--- src/mcu_branch_defs.vh ---
/*
 * Constants of the branch, increment-skip, trap, OR and special page store
 * execution slice: operation codes, field widths, addresses and cycle counts.
 * Assumes it is included by its bare name from the design files of the slice.
 */
`ifndef MCU_BRANCH_DEFS_VH
`define MCU_BRANCH_DEFS_VH

// ============================================================================
// Operation codes on the request port
// ============================================================================
`define OP_WIDTH 3
`define OP_COMPUTED_JUMP 3'h0
`define OP_INCREMENT_SKIP_ZERO 3'h1
`define OP_SOFTWARE_TRAP 3'h2
`define OP_OR_IMMEDIATE 3'h3
`define OP_OR_REGISTER 3'h4
`define OP_SPECIAL_PAGE_STORE 3'h5

// ============================================================================
// Widths and addresses
// ============================================================================
`define PC_WIDTH 11
`define DATA_WIDTH 8
`define RF_ADDR_WIDTH 7
`define RF_DEPTH 128
`define SP_ADDR_WIDTH 4
`define SP_ADDR_MIN 4'h5
`define SP_ADDR_MAX 4'hF
`define JUMP_HIGH_BITS 3
`define TRAP_VECTOR 11'h001
`define DEST_WORKING 1'h0
`define DEST_LOCATION 1'h1

// ============================================================================
// Reset values
// ============================================================================
`define PC_RESET 11'h000
`define DATA_RESET 8'h00

// ============================================================================
// Cycle counts of the multi-cycle operations
// ============================================================================
`define CYCLES_JUMP 2
`define CYCLES_SKIP 2
`define CYCLES_TRAP 3
`define EXTRA_JUMP 2'h1
`define EXTRA_SKIP 2'h1
`define EXTRA_TRAP 2'h2

`endif

--- src/register_file.v ---
/*
 * Register file of 128 eight-bit locations with one write port and two
 * combinational read ports, one for execution and one for inspection.
 * Assumes the caller serialises writes into the single write port.
 */
`timescale 1ns/100ps
`default_nettype none
`include "mcu_branch_defs.vh"

module register_file
(
   input wire core_clk,
   input wire writeEnable,
   input wire [`RF_ADDR_WIDTH-1:0] writeAddr,
   input wire [`DATA_WIDTH-1:0] writeData,
   input wire [`RF_ADDR_WIDTH-1:0] readAddr,
   output wire [`DATA_WIDTH-1:0] readData,
   input wire [`RF_ADDR_WIDTH-1:0] peekAddr,
   output wire [`DATA_WIDTH-1:0] peekData
);

   reg [`DATA_WIDTH-1:0] cells [0:`RF_DEPTH-1];

   // =========================================================================
   // Storage
   // =========================================================================
   always @(posedge core_clk)
   begin
      if (writeEnable)
      begin
         cells[writeAddr] <= writeData;
      end
   end

   assign readData = cells[readAddr];
   assign peekData = cells[peekAddr];

endmodule // register_file

`default_nettype wire

--- src/mcu_branch_exec.v ---
/*
 * Execution unit for the computed jump, increment-skip-zero, software trap,
 * OR-immediate, OR-register and special page store operations, with the
 * program counter, working register, zero flag and register file.
 * Assumes requests, the jump high bits and the load port come from logic on
 * core_clk, and that the stack and special page registers accept a one-cycle
 * write strobe.
 */
// Overview of operation
// - Jump loads PC from high-bits and working register.
// - Increment location; select picks working register or location.
// - Zero result discards next instruction, two cycles.
// - Trap pushes next address, jumps to 001, three cycles.
// - OR immediate into working register, update zero.
// - OR location; select picks destination, update zero.
// - Store working register to special page, flags kept.
`timescale 1ns/100ps
`default_nettype none
`include "mcu_branch_defs.vh"

module mcu_branch_exec
(
   input wire core_clk,
   input wire rst,
   input wire opValid,
   input wire [`OP_WIDTH-1:0] opCode,
   input wire [`DATA_WIDTH-1:0] opOperand,
   input wire opDest,
   input wire [`DATA_WIDTH-1:0] jumpHighBits,
   input wire loadValid,
   input wire [`RF_ADDR_WIDTH-1:0] loadAddr,
   input wire [`DATA_WIDTH-1:0] loadData,
   input wire [`RF_ADDR_WIDTH-1:0] peekAddr,
   output reg [`DATA_WIDTH-1:0] peekDataReg,
   output reg busyReg,
   output reg [`PC_WIDTH-1:0] pcReg,
   output reg [`DATA_WIDTH-1:0] workingRegReg,
   output reg zeroFlagReg,
   output reg skipReg,
   output reg stackPushReg,
   output reg [`PC_WIDTH-1:0] stackDataReg,
   output reg spStrobeReg,
   output reg [`SP_ADDR_WIDTH-1:0] spAddrReg,
   output reg [`DATA_WIDTH-1:0] spDataReg
);

   localparam STATE_IDLE = 1'b0;
   localparam STATE_WAIT = 1'b1;

   // =========================================================================
   // Helpers
   // =========================================================================
   function isZero;
      input [`DATA_WIDTH-1:0] value;
      begin
         isZero = (value == `DATA_RESET);
      end
   endfunction

   function [`PC_WIDTH-1:0] pcPlus;
      input [`PC_WIDTH-1:0] pc;
      input [1:0] step;
      begin
         pcPlus = pc + {{(`PC_WIDTH-2){1'b0}}, step};
      end
   endfunction

   // =========================================================================
   // Register file
   // =========================================================================
   wire [`DATA_WIDTH-1:0] rfReadData;
   wire [`DATA_WIDTH-1:0] rfPeekData;
   reg rfWriteEnable;
   reg [`RF_ADDR_WIDTH-1:0] rfWriteAddr;
   reg [`DATA_WIDTH-1:0] rfWriteData;

   register_file registerFile
   (
      .core_clk(core_clk),
      .writeEnable(rfWriteEnable),
      .writeAddr(rfWriteAddr),
      .writeData(rfWriteData),
      .readAddr(opOperand[`RF_ADDR_WIDTH-1:0]),
      .readData(rfReadData),
      .peekAddr(peekAddr),
      .peekData(rfPeekData)
   );

   // =========================================================================
   // Next-state logic
   // =========================================================================
   reg state_reg;
   reg state_next;
   reg [1:0] extra_reg;
   reg [1:0] extra_next;
   reg [`PC_WIDTH-1:0] pc_next;
   reg [`DATA_WIDTH-1:0] working_next;
   reg zero_next;
   reg skip_next;
   reg push_next;
   reg [`PC_WIDTH-1:0] stack_next;
   reg sp_next;
   reg [`SP_ADDR_WIDTH-1:0] spAddr_next;
   reg [`DATA_WIDTH-1:0] spData_next;
   reg [`DATA_WIDTH-1:0] incSum;
   reg [`DATA_WIDTH-1:0] orResult;
   reg execWrite;
   wire take;

   // A request is taken only while no multi-cycle operation is running.
   assign take = opValid && (state_reg == STATE_IDLE);

   always @*
   begin
      state_next = state_reg;
      extra_next = extra_reg;
      pc_next = pcReg;
      working_next = workingRegReg;
      zero_next = zeroFlagReg;
      skip_next = 1'b0;
      push_next = 1'b0;
      stack_next = stackDataReg;
      sp_next = 1'b0;
      spAddr_next = spAddrReg;
      spData_next = spDataReg;
      execWrite = 1'b0;
      incSum = rfReadData + 8'h01;
      orResult = workingRegReg | rfReadData;
      case (state_reg)
         STATE_IDLE:
         begin
            if (take)
            begin
               pc_next = pcPlus(pcReg, 2'h1);
               case (opCode)
                  `OP_COMPUTED_JUMP:
                  begin
                     pc_next = {jumpHighBits[`JUMP_HIGH_BITS-1:0], workingRegReg};
                     extra_next = `EXTRA_JUMP;
                     state_next = STATE_WAIT;
                  end
                  `OP_INCREMENT_SKIP_ZERO:
                  begin
                     if (opDest == `DEST_WORKING)
                     begin
                        working_next = incSum;
                     end
                     else
                     begin
                        execWrite = 1'b1;
                     end
                     if (isZero(incSum))
                     begin
                        // The fetched successor is dropped and a no-op cycle follows.
                        pc_next = pcPlus(pcReg, 2'h2);
                        skip_next = 1'b1;
                        extra_next = `EXTRA_SKIP;
                        state_next = STATE_WAIT;
                     end
                  end
                  `OP_SOFTWARE_TRAP:
                  begin
                     push_next = 1'b1;
                     stack_next = pcPlus(pcReg, 2'h1);
                     pc_next = `TRAP_VECTOR;
                     extra_next = `EXTRA_TRAP;
                     state_next = STATE_WAIT;
                  end
                  `OP_OR_IMMEDIATE:
                  begin
                     working_next = workingRegReg | opOperand;
                     zero_next = isZero(workingRegReg | opOperand);
                  end
                  `OP_OR_REGISTER:
                  begin
                     if (opDest == `DEST_WORKING)
                     begin
                        working_next = orResult;
                     end
                     else
                     begin
                        execWrite = 1'b1;
                     end
                     zero_next = isZero(orResult);
                  end
                  `OP_SPECIAL_PAGE_STORE:
                  begin
                     // Operands outside the special page range are ignored.
                     if ((opOperand[`SP_ADDR_WIDTH-1:0] >= `SP_ADDR_MIN) &&
                         (opOperand[7:`SP_ADDR_WIDTH] == 4'h0))
                     begin
                        sp_next = 1'b1;
                        spAddr_next = opOperand[`SP_ADDR_WIDTH-1:0];
                        spData_next = workingRegReg;
                     end
                  end
                  default:
                  begin
                     pc_next = pcPlus(pcReg, 2'h1);
                  end
               endcase
            end
         end
         STATE_WAIT:
         begin
            extra_next = extra_reg - 2'h1;
            if (extra_reg == 2'h1)
            begin
               state_next = STATE_IDLE;
            end
         end
         default:
         begin
            state_next = STATE_IDLE;
            extra_next = 2'h0;
         end
      endcase
   end

   // Execution writes win over the load port in the same cycle.
   always @*
   begin
      rfWriteEnable = execWrite || loadValid;
      rfWriteAddr = loadAddr;
      rfWriteData = loadData;
      if (execWrite)
      begin
         rfWriteAddr = opOperand[`RF_ADDR_WIDTH-1:0];
         rfWriteData = (opCode == `OP_OR_REGISTER) ? orResult : incSum;
      end
   end

   // =========================================================================
   // State registers
   // =========================================================================
   always @(posedge core_clk or posedge rst)
   begin
      if (rst)
      begin
         state_reg <= STATE_IDLE;
         extra_reg <= 2'h0;
         busyReg <= 1'b0;
         pcReg <= `PC_RESET;
         workingRegReg <= `DATA_RESET;
         zeroFlagReg <= 1'b0;
         skipReg <= 1'b0;
         stackPushReg <= 1'b0;
         stackDataReg <= `PC_RESET;
         spStrobeReg <= 1'b0;
         spAddrReg <= 4'h0;
         spDataReg <= `DATA_RESET;
         peekDataReg <= `DATA_RESET;
      end
      else
      begin
         state_reg <= state_next;
         extra_reg <= extra_next;
         busyReg <= (state_next == STATE_WAIT);
         pcReg <= pc_next;
         workingRegReg <= working_next;
         zeroFlagReg <= zero_next;
         skipReg <= skip_next;
         stackPushReg <= push_next;
         stackDataReg <= stack_next;
         spStrobeReg <= sp_next;
         spAddrReg <= spAddr_next;
         spDataReg <= spData_next;
         peekDataReg <= rfPeekData;
      end
   end

endmodule // mcu_branch_exec

`default_nettype wire

--- config.mk ---
export PLATFORM = sky130hd
export DESIGN_NAME = mcu_branch_exec
export DESIGN_NICKNAME = d
export VERILOG_FILES = /design/src/register_file.v /design/src/mcu_branch_exec.v
export VERILOG_INCLUDE_DIRS = /design/src
export SDC_FILE = /design/constraint.sdc
export NUM_CORES = 1
export LEC_CHECK = 0
export ABC_AREA = 0
export BUFFER_PORTS_ARGS = -buffer_cell sky130_fd_sc_hd__buf_2
export CAP_MARGIN = 0
export CELL_PAD_IN_SITES_DETAIL_PLACEMENT = 1
export CELL_PAD_IN_SITES_GLOBAL_PLACEMENT = 1
export CORE_ASPECT_RATIO = 1.2
export CORE_MARGIN = 10
export CORE_UTILIZATION = 30
export CTS_CLUSTER_SIZE = 10
export DETAILED_ROUTE_END_ITERATION = 12
export HOLD_SLACK_MARGIN = 0.1
export PLACE_DENSITY_LB_ADDON = 0.1
export SYNTH_ARGS = -nofsm -noshare
export SYNTH_HDL_FRONTEND = slang
export SYNTH_SLANG_ARGS = --single-unit
export TNS_END_PERCENT = 10
--- constraint.sdc ---
create_clock -name core_clk -period 10.1 [get_ports core_clk]
set_input_delay 1.01 -clock core_clk [delete_from_list [all_inputs] [get_ports core_clk]]
set_output_delay 1.01 -clock core_clk [all_outputs]
set_load 0.05 [all_outputs]
==> results.yml <==
synthesis:
  synth_top_area_frac: 0.599
  synth_top_flop_cell: "edfxtp_1"
  synth_seq_area_share: 0.626
  yosysTopAreaCell: "edfxtp_1"
  ys_types: 76
  syn_avg_cell_area_um2: 18.4
  ys_async_sr_fraction: 0.0527
  syn_nets: 2841
  yosys-top-cells-area: "edfxtp_1, mux4_2, dfrtp_1"
  synth_edf_count: 1024
  netlist_instances: 2791
  synth-seq-cells: 1081
  syn_area_um2: 51400
  ys_warn_count: 0
cts:
  root_buffer: "clkbuf_16"
  cts_buffer_depth: 3
  cts_tree: "done"
  h-tree-depth: 4
  cts-resized-gates: 0
  clock_latency_ns: 0.78
  cts_hold_buf: 0
  cts_made_buffers: 131
  clkTransAtPathRegs_ns: 0.06
  cts.sinks: 1081
  post-cts-setup-buffer-count: 0
power_and_ir_drop:
  p_sw_frac: 0.274
  combPwrFrac: 0.138
  finalPower_mw: 11.0
  leakagePower_nw: 18.3
  p_clk_frac: 0.391
  p_int_mw: 7.97
  vdd_drop_max_uv: 185
  power_density_nw_per_um2: 188
  power.switching_mw: 3.01
  pwr-share-seq: 0.472
setup_path:
  critPathSlowestCell: "nor4_1"
  max_stage_delay_ns: 1.05
  path_delay_family: "simple AND/OR/NAND/NOR gates"
  path_class: "input pin to flop"
  arrival_ns: 7.07
  path_max_fanout: 64
  cp_num_buf_inv: 3
  path_cells: "buf_8, buf_12, mux4_2, mux2i_1, o221ai_1, nor4_1, nor2_1, ha_1, nand2_1, and3b_1, xor2_1, a21oi_1, o21ai_4, buf_4"
  endpoint_kind: "flop"
  cp-start-kind: "input pin"
  cp_data_required_time_ns: 10.57
placed_design:
  port_buffers: 95
  place.gp.congestion: 0.841
  hpwl_um: 135000
  place_area_um2: 54600
route:
  drc: 0
  routed_via_density: 5.78
  drtIter0Drc: 3077
  totalWireLength_um: 202000
  firstDrtPassIters: 5
  vias: 30200
  postRouteAntennaNets: 0
  wl_per_cell_um: 38.7
sta:
  period_minus_slack_ns: 6.60
  fin_crit_sh: 0.653
  max_freq_mhz: 152
  setup_viol: 0
  rsz0062_at_grt: "false"
  fin_setup_tns_ns: 0
  hold_viol_final: 0
  slew_violations: 0
  slew_headroom: 0.0508
  worstMarginPinSlew_ns: 1.41
  finClkSkew_ns: 0.0306
finish:
  fin_nets: 2948
  regMostFlops: "registerFile.cells"
  fin_area_um2: 58400
  layout-drive-gt1-share: 0.319
  mostFrequentLayoutCell: "edfxtp_1"
  top_regs: "registerFile.cells x1024, pcReg x11, stackDataReg x11"
  largest_reg_flops: 1024
  synthToLayoutAreaGrowth_pct: 13.6
  most-common-layout-cells: "edfxtp_1, mux4_2, nor2_1"
grt:
  grt_max_degree: 129
  grt_pass1_vias: 32300
  grt_usage: 0.212
  grt.overflow.total: 0
  antenna_found_initial: 20
  grt_pass1_wl_um: 277000
floorplan:
  core_area_um2: 170000
  die_x_um: 398
  die_area_um2: 188000
  fp.dieH_um: 473
  io_pins: 101
  row_count: 166
  initial_core_util: 0.302
hold_path:
  hold_class: "input pin to async pin"
outcome:
  outcome: "completed"
run:
  cap_violations: 0
-- cells in the mapped netlist (18+ instances only) --
cell         n
buf_1       41
nand2_1    153
clkbuf_1    99
o21ai_0     62
nand3_1     35
edfxtp_1  1024
dfrtp_1     57
nor3_1      18
mux2i_1    104
mux4_2     552
a21oi_1     72
a22oi_1     40
mux2_2      23
nor2_1     186
buf_2       34
-- per-stage QoR --
stage	instances	hold WS [ns]	worst slack, ns	util
after floorplan	2791	0.498	0.0969	-
after detailed placement	5033	0.466	2.79	0.321
after CTS	5219	0.430	3.62	0.343
after global placement	5033	0.460	2.97	0.321
final	5226	0.451	3.50	0.343
after global routing	5221	0.492	3.18	0.343
-- cells by family (layout without fill, tap and decap cells) --
family	count (synthesis)	count (layout)	synth area share
AO/OA/AOI/OAI	316	316	0.0410
XOR/XNOR	16	16	0.00273
flip-flops	1081	1081	0.626
buffers and inverters	222	382	0.0206
other	0	7	0
adder cells (fa/ha/maj)	4	4	0.000974
multiplexers	680	680	0.268
AND/OR/NAND/NOR	472	472	0.0406
-- area by class of cell --
class                           count  area (um^2)
Sequential cell                  1081        32200
Clock buffer                      170         3600
Multi-Input combinational cell   1488        18300
Timing Repair Buffer              181         1280
Tap cell                         2268         2840
Antenna cell                        7         17.5
Clock inverter                     16         82.6
Inverter                           15         56.3
Fill cell                       17000       112000
-- metal layers --
metal	part of all wire	track usage	vias up
met3	0.065	0.0409	288
met2	0.49	0.354	1157
li1	-	-	12000
met5	0.0011	0	-
met4	0.045	0.0908	12
met1	0.40	0.269	16800
-- worst register-to-register path: stages (launching register included) --
cell	delay (ns)
edfxtp_1	0.39
mux4_2	0.51
a22oi_1	0.33
a21oi_1	0.33
nor4_1	1.08
nor2_1	0.29
ha_1	0.35
nand2_1	0.16
and3b_1	0.23
xor2_1	0.15
a21oi_1	0.12
o21ai_4	0.58
buf_4	0.64
-- power by group through the flow --
stage          clock, mW  combinational (mW)  sequential (mW)
6_report            4.29                1.51             5.18
3_3_place_gp           0                1.50             5.26
4_1_cts             4.40                1.53             5.18
3_5_place_dp           0                1.53             5.27
2_1_floorplan          0               0.724             5.47
5_1_grt             4.57                1.60             5.19
-- final timing paths --
kind,to,start,slack [ns],cells after the start
min,zeroFlagReg$_DFFE_PP0P_,rst,0.45,3
max reg2reg,registerFile.cells[118][6]$_DFFE_PP_,registerFile.cells[38][0]$_DFFE_PP_,4.57,12
min in group core_clk,stackDataReg[3]$_DFFE_PP0P_,stackDataReg[3]$_DFFE_PP0P_,0.47,2
max in group asynchronous,stackDataReg[7]$_DFFE_PP0P_,rst,9.09,3
min reg2reg,stackDataReg[3]$_DFFE_PP0P_,stackDataReg[3]$_DFFE_PP0P_,0.47,2
max,registerFile.cells[118][6]$_DFFE_PP_,opOperand[0],3.50,14
Note: power is estimated with default switching activity, not from simulation.
